## config.mk

```make
export PLATFORM = sky130hd
export DESIGN_NAME = cic_top
export DESIGN_NICKNAME = d
export VERILOG_FILES = /design/src/cic_pkg.sv /design/src/cic_sync2.sv /design/src/cic_top.sv
export SDC_FILE = /design/constraint.sdc
export NUM_CORES = 1
export LEC_CHECK = 0
export BUFFER_PORTS_ARGS = -buffer_cell sky130_fd_sc_hd__buf_2
export CAP_MARGIN = 15
export CORE_ASPECT_RATIO = 0.9
export CORE_MARGIN = 3
export CORE_UTILIZATION = 35
export CTS_CLUSTER_SIZE = 28
export DETAILED_ROUTE_END_ITERATION = 8
export GPL_TIMING_DRIVEN = 0
export PLACE_DENSITY = 0.55
export SLEW_MARGIN = 30
export SYNTH_ARGS = -nofsm -noshare
export SYNTH_HDL_FRONTEND = slang
export SYNTH_SLANG_ARGS = --single-unit
```

## constraint.sdc

```tcl
create_clock -name pclk -period 2.1 [get_ports pclk]
set_input_delay 0.21 -clock pclk [delete_from_list [all_inputs] [get_ports pclk]]
set_output_delay 0.21 -clock pclk [all_outputs]
set_load 0.02 [all_outputs]
```

## src/cic_pkg.sv

```systemverilog
package cic_pkg;

  // register indices; byte address is four times the index
  localparam logic [15:0] IDX_GLOBAL_CTRL = 16'h000B;
  localparam logic [15:0] IDX_EN_CORE = 16'h0716;
  localparam logic [15:0] IDX_EN_PERIPH_A = 16'h0717;
  localparam logic [15:0] IDX_EN_PERIPH_B = 16'h0718;
  localparam logic [15:0] IDX_FLAG_CORE = 16'h070C;
  localparam logic [15:0] IDX_PIN_SEL = 16'h0E70;
  localparam logic [15:0] IDX_SHADOW_BASE = 16'h1FE4;
  localparam int unsigned SHADOW_NUM = 8;

  // field positions
  localparam int unsigned GLOBAL_IRQ_EN_BIT = 7;
  localparam int unsigned PERIPH_GROUP_IRQ_EN_BIT = 6;
  localparam int unsigned EDGE_SEL_BIT = 0;
  localparam int unsigned EXT_EN_BIT = 0;
  localparam int unsigned EXT_FLAG_BIT = 0;
  localparam int unsigned PIN_SEL_W = 3;

  // reset values and implemented bits
  localparam logic [7:0] CTRL_RST = 8'h01;
  localparam logic [7:0] CTRL_MASK = 8'hC1;
  localparam logic [7:0] EN_RST = 8'h00;
  localparam logic [7:0] EN_CORE_MASK = 8'h31;
  localparam logic [7:0] EN_PB_MASK = 8'hE0;
  localparam logic [PIN_SEL_W-1:0] PIN_SEL_RST = 3'h0;
  // status bits kept in shadow: all but expiry (4) and sleep entry (3)
  localparam logic [7:0] STATUS_SAVE_MASK = 8'hE7;
  localparam logic [15:0] VECTOR_ADDR = 16'h0004;

  // timing
  localparam int unsigned CLK_NS = 4;
  localparam int unsigned INSTR_CYCLE_NS = 16;
  localparam int unsigned QUARTERS = INSTR_CYCLE_NS / CLK_NS;
  localparam int unsigned VECT_WAIT_INSTR = 2;

  // saved core context, one byte per field, slot order as in shadow bank
  typedef struct packed {
    logic [7:0] prog_counter_high_latch;
    logic [7:0] ptr1_hi;
    logic [7:0] ptr1_lo;
    logic [7:0] ptr0_hi;
    logic [7:0] ptr0_lo;
    logic [7:0] bank_select_reg;
    logic [7:0] status;
    logic [7:0] working_accumulator;
  } cic_ctx_type;

  // request flags raised by the peripherals (core bit 0 is unused; the external pin flag is held in cic_top)
  typedef struct packed {
    logic [7:0] core;
    logic [7:0] periph_a;
    logic [7:0] periph_b;
  } cic_flags_type;

  typedef enum logic [2:0] {
    ST_IDLE = 3'b001,
    ST_COUNT = 3'b010,
    ST_POSTWAKE = 3'b100
  } cic_state_type;

endpackage : cic_pkg

```

## src/cic_sync2.sv

```systemverilog
`timescale 1ns/1ps
module cic_sync2 #(
  parameter int unsigned W = 8
) (
  input wire logic pclk,
  input wire logic presetn,
  input wire logic [W-1:0] async_in,
  output logic [W-1:0] sync_out
);

  logic [W-1:0] meta;

  // two flops per bit; meta feeds only the second stage
  always_ff @(posedge pclk or negedge presetn) begin
    if (!presetn) begin
      meta <= '0;
      sync_out <= '0;
    end else begin
      meta <= async_in;
      sync_out <= meta;
    end
  end

endmodule : cic_sync2

```

## src/cic_top.sv

```systemverilog
`timescale 1ns/1ps
// Contract
// - pending requests sampled once per instruction cycle, in the first quarter only.
// - vector execution follows request by 3-5 cycles async, 3-4 sync.
// - latency is independent of one- or two-cycle current instruction.
// - external flag may set anywhere from fourth quarter to next first quarter.
// - wake branches to vector when global enable set, else resumes.
// - instruction after sleep always runs before branching to the service routine.
// - external pin edge-triggered async; select 1 rising, 0 falling, resets 1.
// - selected edge sets flag; vector needs global and external enables.
// - entry pushes return PC and copies core context into shadows.
// - exit reloads context from shadows; shadow writes are what return.
// - shadows live in bank 63, readable and writable by software.
// - global enable bit 7 allows or blocks all interrupts, resets 0.
// - peripheral group enable bit 6 gates second/third register sources, resets 0.
// - first enable register sources need only the global enable.
// - flags set regardless of enables; software clears flag before enabling.
// - first enable register: timer0 bit 5, pin change 4, external 0.
// - second enable register bits 7..0 hold eight peripheral enables, reset 0.
// - third enable register: capcmp2 bit 7, flash 6, timer1 gate 5.
// - external input taken from pin named by pin select register.
// - vectoring flushes prefetch, clears global enable, pushes PC, loads 0004h.
// - return instruction pops address, restores context, sets global enable.
// - request while globally disabled is kept and serviced once enabled.
module cic_top (
  input wire logic pclk,
  input wire logic presetn,
  input wire logic psel,
  input wire logic penable,
  input wire logic pwrite,
  input wire logic [15:0] paddr,
  input wire logic [31:0] pwdata,
  output logic [31:0] prdata,
  output logic pready,
  output logic pslverr,
  input wire logic [7:0] ext_pins,
  input wire cic_pkg::cic_flags_type periph_flags,
  input wire cic_pkg::cic_ctx_type core_ctx,
  input wire logic core_sleeping,
  input wire logic irq_return_exec,
  output logic first_quarter_phase,
  output logic irq_vector_go,
  output logic [15:0] vector_addr,
  output logic wake_core,
  output logic ctx_restore,
  output cic_pkg::cic_ctx_type restore_ctx,
  output logic core_irq_req
);

  // register state
  logic [7:0] irq_global_control;
  logic [7:0] irq_enable_core_sources;
  logic [7:0] irq_enable_periph_a;
  logic [7:0] irq_enable_periph_b;
  logic [cic_pkg::PIN_SEL_W-1:0] ext_irq_pin_select;
  logic ext_irq_flag;
  logic [7:0] shadow [cic_pkg::SHADOW_NUM];

  // phase and sequencing state
  logic [cic_pkg::QUARTERS-1:0] quarter;
  cic_pkg::cic_state_type state;
  cic_pkg::cic_state_type next_state;
  logic [1:0] wait_cnt;
  logic [1:0] next_wait_cnt;
  logic vect_now;
  logic wake_now;

  // external pin path
  logic [7:0] pins_sync;
  logic pin_prev;
  logic pin_now;
  logic edge_hit;
  logic [2:0] pin_armed;

  // two-flop synchronisers on every candidate pin
  cic_sync2 #(
    .W(8)
  ) u_pin_sync (
    .pclk(pclk),
    .presetn(presetn),
    .async_in(ext_pins),
    .sync_out(pins_sync)
  );

  // selected pin and its active edge
  assign pin_now = pins_sync[ext_irq_pin_select];
  assign edge_hit = pin_armed[2] & (irq_global_control[cic_pkg::EDGE_SEL_BIT] ?
                    (pin_now & ~pin_prev) : (~pin_now & pin_prev));

  // edges are ignored while the synchroniser fills after reset, so a pin
  // that idles high raises no false request
  always_ff @(posedge pclk or negedge presetn) begin
    if (!presetn) begin
      pin_armed <= 3'h0;
    end else begin
      pin_armed <= {pin_armed[1:0], 1'b1};
    end
  end

  // bus decode; offsets are word indices, so byte address is index times four
  logic setup_ph;
  logic wr_go;
  logic hit_ctrl;
  logic hit_en0;
  logic hit_en1;
  logic hit_en2;
  logic hit_flag;
  logic hit_psel;
  logic hit_shadow;
  logic [15:0] word_idx;
  logic [15:0] shadow_off;
  logic [2:0] shadow_slot;
  logic mapped;
  logic [7:0] rd_byte;

  assign setup_ph = psel & ~penable;
  assign wr_go = psel & penable & pready & pwrite;
  assign word_idx = {2'b00, paddr[15:2]};
  assign shadow_off = word_idx - cic_pkg::IDX_SHADOW_BASE;
  assign shadow_slot = shadow_off[2:0];
  assign hit_ctrl = (word_idx == cic_pkg::IDX_GLOBAL_CTRL);
  assign hit_en0 = (word_idx == cic_pkg::IDX_EN_CORE);
  assign hit_en1 = (word_idx == cic_pkg::IDX_EN_PERIPH_A);
  assign hit_en2 = (word_idx == cic_pkg::IDX_EN_PERIPH_B);
  assign hit_flag = (word_idx == cic_pkg::IDX_FLAG_CORE);
  assign hit_psel = (word_idx == cic_pkg::IDX_PIN_SEL);
  assign hit_shadow = (word_idx >= cic_pkg::IDX_SHADOW_BASE) &&
                      (shadow_off < 16'(cic_pkg::SHADOW_NUM));
  assign mapped = (paddr[1:0] == 2'b00) & (hit_ctrl | hit_en0 | hit_en1 | hit_en2 |
                  hit_flag | hit_psel | hit_shadow);

  // flag view: external flag held here, the others come from peripherals
  logic [7:0] flags_core;

  assign flags_core = {periph_flags.core[7:1], ext_irq_flag};

  // read mux
  assign rd_byte = hit_ctrl ? irq_global_control :
                   hit_en0 ? irq_enable_core_sources :
                   hit_en1 ? irq_enable_periph_a :
                   hit_en2 ? irq_enable_periph_b :
                   hit_flag ? flags_core :
                   hit_psel ? {5'h00, ext_irq_pin_select} :
                   hit_shadow ? shadow[shadow_slot] : 8'h00;

  // request forming
  logic core_any;
  logic periph_any;
  logic enabled_any;
  logic global_irq_en;
  logic pending;

  assign global_irq_en = irq_global_control[cic_pkg::GLOBAL_IRQ_EN_BIT];
  assign core_any = |(irq_enable_core_sources & flags_core);
  assign periph_any = (|(irq_enable_periph_a & periph_flags.periph_a)) |
                      (|(irq_enable_periph_b & periph_flags.periph_b));
  assign enabled_any = core_any |
                       (irq_global_control[cic_pkg::PERIPH_GROUP_IRQ_EN_BIT] &
                        periph_any);
  assign pending = global_irq_en & enabled_any;

  // one-hot quarter phase; the first quarter is bit 0
  always_ff @(posedge pclk or negedge presetn) begin
    if (!presetn) begin
      quarter <= 4'h1;
    end else begin
      quarter <= {quarter[cic_pkg::QUARTERS-2:0], quarter[cic_pkg::QUARTERS-1]};
    end
  end

  assign first_quarter_phase = quarter[0];

  // sequencer acts only in the first quarter, so what the current
  // instruction is (one or two cycles) never shifts the vector point
  always_comb begin
    next_state = state;
    next_wait_cnt = wait_cnt;
    vect_now = 1'b0;
    wake_now = 1'b0;
    if (quarter[0]) begin
      unique case (state)
        cic_pkg::ST_IDLE: begin
          if (core_sleeping & enabled_any) begin
            wake_now = 1'b1;
            if (global_irq_en) begin
              next_state = cic_pkg::ST_POSTWAKE;
            end
          end else if (pending) begin
            next_state = cic_pkg::ST_COUNT;
            next_wait_cnt = 2'h0;
          end
        end
        cic_pkg::ST_POSTWAKE: begin
          // the instruction after sleep has now executed
          next_state = cic_pkg::ST_COUNT;
          next_wait_cnt = 2'h0;
        end
        cic_pkg::ST_COUNT: begin
          if (!global_irq_en) begin
            // software masked meanwhile; the flag keeps the request
            next_state = cic_pkg::ST_IDLE;
          end else if (wait_cnt == 2'(cic_pkg::VECT_WAIT_INSTR - 1)) begin
            vect_now = 1'b1;
            next_state = cic_pkg::ST_IDLE;
          end else begin
            next_wait_cnt = wait_cnt + 2'h1;
          end
        end
      endcase
    end
  end

  // sequencer state
  always_ff @(posedge pclk or negedge presetn) begin
    if (!presetn) begin
      state <= cic_pkg::ST_IDLE;
      wait_cnt <= 2'h0;
    end else begin
      state <= next_state;
      wait_cnt <= next_wait_cnt;
    end
  end

  // core-facing strobes, all registered
  always_ff @(posedge pclk or negedge presetn) begin
    if (!presetn) begin
      irq_vector_go <= 1'b0;
      vector_addr <= 16'h0000;
      wake_core <= 1'b0;
      ctx_restore <= 1'b0;
      core_irq_req <= 1'b0;
    end else begin
      irq_vector_go <= vect_now;
      vector_addr <= cic_pkg::VECTOR_ADDR;
      wake_core <= wake_now;
      ctx_restore <= irq_return_exec;
      core_irq_req <= pending;
    end
  end

  // restore values are taken from shadows, never from live copies
  always_ff @(posedge pclk or negedge presetn) begin
    if (!presetn) begin
      restore_ctx <= '0;
    end else if (irq_return_exec) begin
      restore_ctx <= {shadow[7], shadow[6], shadow[5], shadow[4],
                      shadow[3], shadow[2], shadow[1], shadow[0]};
    end
  end

  // shadow bank: hardware capture on entry beats a software write
  logic [63:0] cap_ctx;

  assign cap_ctx = {core_ctx[63:16], core_ctx.status & cic_pkg::STATUS_SAVE_MASK,
                    core_ctx.working_accumulator};

  genvar gi;
  generate
    for (gi = 0; gi < cic_pkg::SHADOW_NUM; gi++) begin : g_shadow
      always_ff @(posedge pclk or negedge presetn) begin
        if (!presetn) begin
          shadow[gi] <= 8'h00;
        end else if (vect_now) begin
          shadow[gi] <= cap_ctx[gi*8 +: 8];
        end else if (wr_go & hit_shadow & (shadow_slot == 3'(gi))) begin
          shadow[gi] <= pwdata[7:0];
        end
      end
    end
  endgenerate

  // global control: vector clears enable, return sets it, else software
  logic [7:0] next_ctrl;

  assign next_ctrl = (wr_go & hit_ctrl) ? (pwdata[7:0] & cic_pkg::CTRL_MASK) :
                     irq_global_control;

  always_ff @(posedge pclk or negedge presetn) begin
    if (!presetn) begin
      irq_global_control <= cic_pkg::CTRL_RST;
    end else begin
      irq_global_control <= next_ctrl;
      if (vect_now) begin
        irq_global_control[cic_pkg::GLOBAL_IRQ_EN_BIT] <= 1'b0;
      end else if (irq_return_exec) begin
        irq_global_control[cic_pkg::GLOBAL_IRQ_EN_BIT] <= 1'b1;
      end
    end
  end

  // enable registers and pin select
  always_ff @(posedge pclk or negedge presetn) begin
    if (!presetn) begin
      irq_enable_core_sources <= cic_pkg::EN_RST;
      irq_enable_periph_a <= cic_pkg::EN_RST;
      irq_enable_periph_b <= cic_pkg::EN_RST;
      ext_irq_pin_select <= cic_pkg::PIN_SEL_RST;
    end else if (wr_go) begin
      if (hit_en0) begin
        irq_enable_core_sources <= pwdata[7:0] & cic_pkg::EN_CORE_MASK;
      end
      if (hit_en1) begin
        irq_enable_periph_a <= pwdata[7:0];
      end
      if (hit_en2) begin
        irq_enable_periph_b <= pwdata[7:0] & cic_pkg::EN_PB_MASK;
      end
      if (hit_psel) begin
        ext_irq_pin_select <= pwdata[cic_pkg::PIN_SEL_W-1:0];
      end
    end
  end

  // external flag: an edge in the clearing cycle wins, and no enable
  // gates the set, so software may poll it
  always_ff @(posedge pclk or negedge presetn) begin
    if (!presetn) begin
      ext_irq_flag <= 1'b0;
      pin_prev <= 1'b0;
    end else begin
      pin_prev <= pin_now;
      if (edge_hit) begin
        ext_irq_flag <= 1'b1;
      end else if (wr_go & hit_flag) begin
        ext_irq_flag <= pwdata[cic_pkg::EXT_FLAG_BIT];
      end
    end
  end

  // apb answer: ready in the first access cycle, data latched at setup
  always_ff @(posedge pclk or negedge presetn) begin
    if (!presetn) begin
      pready <= 1'b0;
      prdata <= 32'h00000000;
      pslverr <= 1'b0;
    end else begin
      pready <= setup_ph;
      if (setup_ph) begin
        prdata <= {24'h000000, mapped ? rd_byte : 8'h00};
        pslverr <= ~mapped;
      end
    end
  end

endmodule : cic_top

```

==> results.tsv, run 1 <==
metric	value	unit
run status	complete, but fails checks	
failing checks	negative setup slack	
commonest non-fill, non-tap cell in the layout	buf_2	
vias in the first global route	7429	
critical path class	primary input to register	
largest net degree at the start of global routing	73	
Final Hold Fails	0	
worst hold-check path type	primary input to register	
setup_tns	-0.0700	ns
Synth Instances	801	
DRT iter0 DRCs	539	
dominant synthesized flop cell	dfrtp_1	
fin crit period	2.13	ns
core area	26100	um^2
drt drc	0	
Netlist cell types	62	
Finish-stage setup viols	4	
IO Count	270	
crit path capture type	register	
Clock Tree Buf Depth	2	
syn_area_per_cell	11.7	um^2
Final Core Density	46.6	%
chip width	178	um
Async S/R FF share, synth	100	%
commonest cells after routing, fill and taps aside	197 x buf_2, 188 x dfrtp_1, 101 x nand2_1	
post-synthesis cell area	9340	um^2
Slew Limit Headroom	46.3	%
worst slew pin tran	0.806	ns
final WL	29400	um
Peak VDD IR	496	uV
Via density	5.07	
row cnt	56	
ant diodes	0	
pwr dens	634	nW/um^2
max-cap viol count	0	
post-route ant nets	0	
layout cells sized above 1	39.3	%
post-synthesis sequential area ratio	51.5	%
die area	28700	um^2
WP data required	2.41	ns
I/O Buffers	191	
first-pass GRT wire length	44800	um
synthesized flop and latch total	192	
FF/Latch Area	4810	um^2
Fmax	470	MHz
RD Place Congestion	0.903	
TritonCTS clock tree	built	
crit path launch type	primary input	
Initial Util	35.7	%
Post-DP HPWL	21700	um
Tcrit/Tclk final	101	%
clock slew seen by the registers of the worst setup and hold paths	0.07	ns
area of the multi-input gates	4230	um^2
Clock Skews	0.0104	ns
DR WL/cell	20.2	um
drt pass-1 iters	5	
Slew Limit Fails	0	
Worst Setup Slack, final	-0.0296	ns
crit-path max FO	8	
nets	1254	
Total GRT Usage	20.7	%
Crit path arrival time	2.44	ns
worst-skew pair later-pin latency	0.43	ns
DR vias	7386	
Synth warnings	0	
clk root buf	clkbuf_16	
TritonCTS Buffers	17	
filler instances	2507	
area delta synth->final	30.4	%
initial antenna violation count	0	
CTS H-tree lvls	4	
number of synthesized flops with an enable pin	0	
Leakage	0.00618	uW
total grt overflow	0	
height of the die	161	um
Sink Count	192	
RSZ-0062 raised after global routing	true	
==> final timing paths <==
kind                                        start              to  slack (ns)  depth (start not counted)
max                                      paddr[4]      shadow[63]       -0.03                         12
min                                  core_ctx[49]       shadow[9]       0.007                          3
max reg2reg                irq_enable_periph_a[3]     wait_cnt[1]        0.06                          8
min reg2reg                            quarter[1]      quarter[2]        0.35                          0
max in group asynchronous                 presetn      quarter[0]        1.07                          3
min in group asynchronous                 presetn  restore_ctx[5]        0.28                          2
==> critical path, cell delays in order <==
cell and delay [ns]:
buf_8 0.08, inv_4 0.03, buf_12 0.11, ha_4 0.17
xnor2_2 0.16, o2111ai_2 0.12, a2111o_1 0.42, a211oi_4 0.30
buf_6 0.22, nand4_4 0.26, mux2i_1 0.27, o21ai_1 0.08
==> metal layers <==
layer  up-vias  wire length (um)  share of wire (%)  GRT usage, %
met3        29              1910                6.5          3.97
met1      3682             13700                 46          30.7
met5         -                 0                  0             0
li1       3404                 -                  -             -
met2       271             13500                 46          31.7
met4         0               411                1.4          4.46
==> Yosys cell counts (8+ instances only) <==
| library cell | number | area [um^2] |
|---|---|---|
| mux4_2 | 18 | 405 |
| o21ai_0 | 19 | 95.1 |
| a21oi_1 | 11 | 55.1 |
| buf_2 | 10 | 50.1 |
| mux2i_1 | 69 | 691 |
| clkbuf_1 | 28 | 105 |
| nand2_1 | 101 | 379 |
| buf_4 | 45 | 338 |
| nand3_1 | 10 | 50.1 |
| nor3_1 | 8 | 40.0 |
| dfrtp_1 | 189 | 4730 |
| inv_1 | 13 | 48.8 |
| o21ai_1 | 62 | 310 |
| mux2_2 | 83 | 935 |
| nor2_1 | 20 | 75.1 |
==> timing repair <==
action,CTS,global route
endpoints found under the hold margin,88,1
gates resized for setup,27,27
buffers inserted,5,1
hold buffers,40,1
endpoints found under the setup margin,72,115
pin swaps,7,11
==> power breakdown <==
group	switching, uW	internal [uW]	leakage, uW
clock	1530	1790	0.000291
sequential	7.07	3720	0.00258
combinational	399	284	0.00331
==> state kept, by name, summed over array words and instances, names as in the netlist, 4 cells and up <==
signal	count
irq_enable_periph_a	8
prdata	8
quarter	4
restore_ctx	64
shadow	64
u_pin_sync.meta	8
u_pin_sync.sync_out	8
==> kinds of logic after synthesis <==
| logic type | Yosys count | synth area share (%) |
|---|---|---|
| AO/OA/AOI/OAI | 142 | 9.30 |
| XOR/XNOR | 1 | 0.0938 |
| adder cells (fa/ha/maj) | 6 | 0.804 |
| buffers and inverters | 101 | 6.08 |
| flip-flops | 192 | 51.5 |
| multiplexers | 170 | 21.7 |
| other | 2 | 0.0804 |
| AND/OR/NAND/NOR | 187 | 10.4 |
==> area by class of cell <==
class / count / share of cell area, %
Sequential cell: 192 / 39.5
Multi-Input combinational cell: 546 / 34.7
Timing Repair Buffer: 240 / 12.3
Buffer: 87 / 4.71
Tap cell: 348 / 3.57
Clock buffer: 19 / 3.55
Clock inverter: 13 / 1.23
Inverter: 13 / 0.442
==> stage by stage <==
step / hold slack [ns] / std cells / total power [uW] / area [um^2] / setup WS [ns]
floorplan: -0.0856 / 839 / 4100 / 9530 / -0.191
global placement: 0.319 / 1378 / 4390 / 10900 / -2.53
detailed placement: 0.161 / 1380 / 4400 / 11000 / -0.815
CTS: 0.00135 / 1457 / 7780 / 12100 / -0.103
global route: 0.0134 / 1458 / 8010 / 12200 / -0.141
finish: 0.00727 / 1458 / 7730 / 12200 / -0.0296
No activity file was read; power rests on OpenSTA's default activity.
==> run 2: changes to the inputs <==
--- a/config.mk
+++ b/config.mk
@@ -5,16 +5,17 @@
 export SDC_FILE = /design/constraint.sdc
 export NUM_CORES = 1
 export LEC_CHECK = 0
-export BUFFER_PORTS_ARGS = -buffer_cell sky130_fd_sc_hd__buf_2
 export CAP_MARGIN = 15
 export CORE_ASPECT_RATIO = 0.9
 export CORE_MARGIN = 3
 export CORE_UTILIZATION = 35
 export CTS_CLUSTER_SIZE = 28
 export DETAILED_ROUTE_END_ITERATION = 8
+export DONT_BUFFER_PORTS = 1
 export GPL_TIMING_DRIVEN = 0
-export PLACE_DENSITY = 0.55
+export PLACE_DENSITY = 0.46
 export SLEW_MARGIN = 30
 export SYNTH_ARGS = -nofsm -noshare
 export SYNTH_HDL_FRONTEND = slang
+export SYNTH_HIERARCHICAL = 1
 export SYNTH_SLANG_ARGS = --single-unit
==> results.tsv, run 2 <==
metric	value	unit	change
area of the multi-input gates	4120	um^2	was 4230 um^2
nets	1087		was 1254
Crit path arrival time	2.31	ns	was 2.44 ns
biggest regs	restore_ctx x64, shadow x64		unchanged
layout cells sized above 1	26.2	%	was 39.3%
synthesized flop and latch total	192		unchanged
Peak VDD IR	372	uV	was 496 uV
run status	complete, but fails checks		unchanged
post-synthesis sequential area ratio	52.1	%	was 51.5%
crit path launch type	register		was primary input
worst slew pin tran	0.903	ns	was 0.806 ns
Finish-stage setup viols	0		was 4
Final Core Density	44.8	%	was 46.6%
commonest cells after routing, fill and taps aside	189 x dfrtp_1, 86 x mux2_2, 80 x nand2_1		was 197 x buf_2, 188 x dfrtp_1, 101 x nand2_1
Synth warnings	6		was 0
final WL	31200	um	was 29400 um
WP data required	2.38	ns	was 2.41 ns
Final Hold Fails	192		was 0
most common cell in the netlist	dfrtp_1		unchanged
Clock Skews	0.0137	ns	was 0.0104 ns
height of the die	160	um	was 161 um
Netlist cell types	68		was 62
fin crit period	2.03	ns	was 2.13 ns
TritonCTS Buffers	17		unchanged
post-synth top area cell	dfrtp_1		unchanged
Sink Count	192		unchanged
syn_area_per_cell	11.7	um^2	about the same
Synth area leaders	dfrtp_1 51%, mux2_2 11%, mux2i_1 6.0%, mux4_2 4.4%, nand2_1 3.3%		was dfrtp_1 51%, mux2_2 10%, mux2i_1 7.4%, mux4_2 4.3%, nand2_1 4.1%
RD Place Congestion	0.861		was 0.903
die area	28300	um^2	was 28700 um^2
IO Count	270		unchanged
Slew Limit Headroom	39.8	%	was 46.3%
crit path capture type	register		unchanged
filler instances	2423		was 2507
initial antenna violation count	2		was 0
DR WL/cell	24.3	um	was 20.2 um
core area	25500	um^2	was 26100 um^2
dominant synthesized flop cell	dfrtp_1		unchanged
Post-DP HPWL	22600	um	was 21700 um
crit-path max FO	10		was 8
DR vias	6750		was 7386
Total GRT Usage	22.1	%	was 20.7%
clock slew seen by the registers of the worst setup and hold paths	0.08	ns	was 0.07 ns
drt drc	0		unchanged
max-cap viol count	0		unchanged
DRT iter0 DRCs	390		was 539
Fmax	492	MHz	was 470 MHz
number of synthesized flops with an enable pin	0		unchanged
critical path class	register to register		was primary input to register
Hold-fix buffers, CTS	78		was 40
chip width	177	um	was 178 um
pwr dens	646	nW/um^2	was 634 nW/um^2
FF/Latch Area	4810	um^2	about the same
row cnt	55		was 56
Synth top area share	51.3	%	was 50.6%
RSZ-0062 raised after global routing	false		was true
Via density	5.25		was 5.07
commonest non-fill, non-tap cell in the layout	dfrtp_1		was buf_2
drt pass-1 iters	5		unchanged
worst hold-check path type	primary input to asynchronous set/reset pin		was primary input to register
setup_tns	0	ns	was -0.0700 ns
failing checks	negative hold slack		was negative setup slack
vias in the first global route	7144		was 7429
I/O Buffers	0		was 191
Min Hold Slack	-0.529	ns	was 0.00727 ns
Initial Util	36.1	%	was 35.7%
first-pass GRT wire length	46500	um	was 44800 um
post-synthesis cell area	9230	um^2	was 9340 um^2
Synth Instances	786		was 801
Async S/R FF share, synth	100	%	unchanged
total grt overflow	0		unchanged
area delta synth->final	24.1	%	was 30.4%
post-route ant nets	0		unchanged
Leakage	0.00544	uW	was 0.00618 uW
TritonCTS clock tree	built		unchanged
most frequent cells after synthesis	189 x dfrtp_1, 87 x mux2_2, 81 x nand2_1		was 189 x dfrtp_1, 101 x nand2_1, 83 x mux2_2
Slew Limit Fails	0		unchanged
Clock Tree Buf Depth	2		unchanged
largest net degree at the start of global routing	193		was 73
worst-skew pair later-pin latency	0.44	ns	was 0.43 ns
clk root buf	clkbuf_16		unchanged
Tcrit/Tclk final	96.7	%	was 101%
CTS H-tree lvls	4		unchanged
[run 2: cell types whose count changed after synthesis, sizes merged, moves of 4 or more]
cell    before  now
a21oi       11   50
o21ai       81   53
nand2      101   81
inv         13   32
mux2i       69   55
buf         60   49
nor2b        5   12
a221oi       6    0
a21boi       0    4
a31oi        7    3
and4         5    1
mux2        83   87
nand4       10    6
o31ai        0    4
[run 2: path summary, 6_finish.rpt]
check	from	end	slack (ns)	depth (start not counted)
hold reg to reg	u_pin_sync/meta[7]	u_pin_sync/sync_out[7]	0.35	0
setup reg to reg	quarter[0]	shadow[22]	0.07	5
hold / removal	presetn	shadow[42]	-0.53	0
max in group asynchronous	presetn	shadow[37]	2.22	0
setup / recovery	quarter[0]	shadow[22]	0.07	5
min in group pclk	pwdata[3]	shadow[27]	0.01	2
[run 2: through the flow]
stage,cell area (um^2),instances,hold slack (ns),worst slack [ns],power (uW)
after global placement,9850,1166,-0.0761,-0.800,4190
final,11400,1286,-0.529,0.0693,7400
after CTS,11400,1279,-0.547,0.00276,7470
after global routing,11400,1286,-0.552,0.00324,7670
after floorplan,9420,824,-0.0856,0.00157,4120
after detailed placement,9860,1166,-0.0765,-0.841,4200
[run 2: cell families (layout without fill, tap and decap cells)]
family	Yosys count	in the layout	synth area share, %
adder cells (fa/ha/maj)	6	6	0.814
AO/OA/AOI/OAI	148	148	10.4
buffers and inverters	107	225	6.17
flip-flops	192	192	52.1
multiplexers	160	160	21.0
AND/OR/NAND/NOR	170	170	9.36
other	2	42	0.0814
XOR/XNOR	1	1	0.0950
[run 2: metal layers]
| metal | vias to the layer above | global-route usage [%] | share of wire, % |
|---|---|---|---|
| li1 | 3031 | - | - |
| met1 | 3413 | 30.0 | 43 |
| met2 | 267 | 34.3 | 46 |
| met3 | 39 | 6.63 | 8.7 |
| met4 | 0 | 6.71 | 2.1 |
| met5 | - | 0 | 0 |
[run 2: power by group]
| part | leakage (uW) | switching, uW | internal, uW |
|---|---|---|---|
| clock | 0.000263 | 1560 | 1550 |
| combinational | 0.00276 | 296 | 261 |
| sequential | 0.00242 | 10.4 | 3720 |
| total | 0.00544 | 1870 | 5530 |
[run 2: cell type report]
cell class / count / share of cell area (%)
clock inverters: 14 / 1.08
repair buffers: 88 / 7.67
plain buffers: 74 / 4.61
well taps: 342 / 3.74
inverters: 32 / 1.12
multi-input cells: 525 / 36.0
flip-flops and latches: 192 / 42.0
clock buffers: 17 / 3.72
diodes: 2 / 0.0437
[run 2: worst max-delay path, stage by stage (launching register included)]
cell and delay, ns:
dfstp_2 0.66, and3_4 0.22, and3_4 0.21, buf_8 0.17, buf_1 0.42, o21ai_0 0.19
[run 2: what timing repair did]
action	CTS	global route
setup buffers	5	5
resized for setup	32	21
hold endpoints to repair	281	192
pin swaps	2	1
endpoints found under the setup margin	67	72
==> run 3: changes to the inputs <==
--- a/config.mk
+++ b/config.mk
@@ -6,6 +6,8 @@
 export NUM_CORES = 1
 export LEC_CHECK = 0
 export CAP_MARGIN = 15
+export CELL_PAD_IN_SITES_DETAIL_PLACEMENT = 1
+export CELL_PAD_IN_SITES_GLOBAL_PLACEMENT = 2
 export CORE_ASPECT_RATIO = 0.9
 export CORE_MARGIN = 3
 export CORE_UTILIZATION = 35
@@ -13,7 +15,7 @@
 export DETAILED_ROUTE_END_ITERATION = 8
 export DONT_BUFFER_PORTS = 1
 export GPL_TIMING_DRIVEN = 0
-export PLACE_DENSITY = 0.46
+export PLACE_DENSITY = 0.67
 export SLEW_MARGIN = 30
 export SYNTH_ARGS = -nofsm -noshare
 export SYNTH_HDL_FRONTEND = slang
==> results.tsv, run 3 (synthesis gave the netlist of run 2 again) <==
metric	value	unit	change
worst hold-check path type	primary input to asynchronous set/reset pin		unchanged
IO Count	270		unchanged
setup_tns	0	ns	unchanged
pwr dens	660	nW/um^2	was 646 nW/um^2
filler instances	2744		was 2423
Reg2Reg Depth	6		was 5
core area	25500	um^2	unchanged
Clock Tree Buf Depth	2		unchanged
critical path's slowest cell	dfstp_2		unchanged
RD Place Congestion	0.815		was 0.861
Worst Setup Slack, final	0.0930	ns	was 0.0693 ns
largest net degree at the start of global routing	193		unchanged
final WL	32700	um	was 31200 um
DRT iter0 DRCs	372		was 390
vias in the first global route	7488		was 7144
Post-DP HPWL	23300	um	was 22600 um
max incr delay on CP	0.65	ns	was 0.66 ns
Crit path arrival time	2.32	ns	was 2.31 ns
Worst setup endpoint	shadow[49]		was shadow[22]
Leakage	0.00548	uW	was 0.00544 uW
Finish-stage setup viols	0		unchanged
initial antenna violation count	3		was 2
layout cells sized above 1	26.5	%	was 26.2%
clock slew seen by the registers of the worst setup and hold paths	0.08	ns	about the same
critical path class	register to register		unchanged
I/O Buffers	0		unchanged
crit path cell chain	and3_4 > and3_1 > buf_8 > clkbuf_8 > buf_4 > o21ai_0		was and3_4 > and3_4 > buf_8 > buf_1 > o21ai_0
Fmax	498	MHz	was 492 MHz
number of cells on the critical path	6		was 5
crit-path max FO	10		unchanged
Setup WS pre-CTS	-0.890	ns	was -0.841 ns
area of placed instances	9850	um^2	was 9860 um^2
WP data required	2.41	ns	was 2.38 ns
FF/Latch Area	4810	um^2	about the same
crit path capture type	register		unchanged
die area	28300	um^2	unchanged
TritonCTS Buffers	17		unchanged
TritonCTS clock tree	built		unchanged
worst slew pin tran	0.843	ns	was 0.903 ns
Layout Cells excl Fill	1287		was 1286
CTS H-tree lvls	4		unchanged
RSZ-0062 raised after global routing	true		was false
Final Hold Fails	192		unchanged
chip width	177	um	unchanged
placed insts	1166		unchanged
Top delay family on crit path	flip-flops		unchanged
Clock Skews	0.0136	ns	was 0.0137 ns
drt drc	0		unchanged
first-pass GRT wire length	48600	um	was 46500 um
height of the die	160	um	unchanged
clk root buf	clkbuf_16		unchanged
DR WL/cell	25.4	um	was 24.3 um
Tcrit/Tclk final	95.6	%	was 96.7%
Min Hold Slack	-0.536	ns	was -0.529 ns
Critical R2R Capture	shadow[49]		was shadow[22]
drt pass-1 iters	5		unchanged
post-route ant nets	0		unchanged
worst-skew pair later-pin latency	0.44	ns	about the same
DR vias	6784		was 6750
row cnt	55		unchanged
setup slack, reg-to-reg	0.09	ns	was 0.07 ns
CP bufs+invs	3		was 2
cell area after layout	11500	um^2	was 11400 um^2
commonest cells after routing, fill and taps aside	188 x dfrtp_1, 86 x mux2_2, 80 x nand2_1		was 189 x dfrtp_1, 86 x mux2_2, 80 x nand2_1
Slew Limit Fails	0		unchanged
Via density	5.27		was 5.25
area delta synth->final	24.6	%	was 24.1%
failing checks	negative hold slack		unchanged
biggest regs	restore_ctx x64, shadow x64		unchanged
max-cap viol count	0		unchanged
worst r2r src	quarter[0]		unchanged
Sink Count	192		unchanged
CP startpoint	quarter[0]		unchanged
total grt overflow	0		unchanged
area of the multi-input gates	4130	um^2	was 4120 um^2
fin crit period	2.01	ns	was 2.03 ns
Initial Util	36.1	%	unchanged
crit path launch type	register		unchanged
Slew Limit Headroom	43.8	%	was 39.8%
nets	1088		was 1087
commonest non-fill, non-tap cell in the layout	dfrtp_1		unchanged
run status	complete, but fails checks		unchanged
Peak VDD IR	577	uV	was 372 uV
Total GRT Usage	23.1	%	was 22.1%
==> run 3: worst register-to-register path, cell delays in order, from the launching register on <==
cell      delay (ns)
dfstp_2         0.65
and3_4          0.23
and3_1          0.20
buf_8           0.19
clkbuf_8        0.23
buf_4           0.24
o21ai_0         0.13
==> run 3: per-layer routing <==
layer	up-vias	GRT usage [%]	share of wire, %
li1	3020	-	-
met5	-	0	0.043
met4	2	5.00	1.4
met3	23	6.47	6.7
met1	3537	30.5	44
met2	202	37.9	48
==> run 3: cell type report <==
class	instances	share of cell area [%]
Sequential cell	192	41.8
Tap cell	342	3.72
Antenna cell	1	0.0218
Buffer	74	4.61
Clock inverter	15	1.43
Multi-Input combinational cell	525	35.9
Inverter	32	1.11
Clock buffer	17	3.70
Timing Repair Buffer	89	7.70
==> run 3: worst min path at each step <==
stage / endpoint / cells after the start / from
6_report: quarter[1] / 0 / presetn
3_5_place_dp: quarter[3] / 0 / presetn
3_3_place_gp: quarter[3] / 0 / presetn
4_1_cts: quarter[3] / 0 / presetn
5_1_grt: quarter[3] / 0 / presetn
2_1_floorplan: core_irq_req / 0 / presetn
==> run 3: where the power goes <==
part | leakage, uW | total (uW) | switching [uW] | internal (uW)
Clock | 0.000286 | 3290 | 1680 | 1610
Combinational | 0.00277 | 567 | 304 | 262
Sequential | 0.00242 | 3720 | 9.70 | 3720
==> run 3: timing repair <==
action	in CTS	in global routing
hold endpoints to repair	278	194
hold buffers	76	2
endpoints found under the setup margin	71	71
pin swaps	2	2
resized for setup	38	18
setup buffers	7	4
cloned	0	0
==> run 3: through the flow <==
stage	total power (uW)	util, %	hold slack (ns)
floorplan	4120	-	-0.0856
global placement	4190	38.6	-0.0796
detailed placement	4200	38.6	-0.0793
CTS	7640	44.6	-0.555
global route	7850	45.0	-0.557
finish	7580	45.0	-0.536
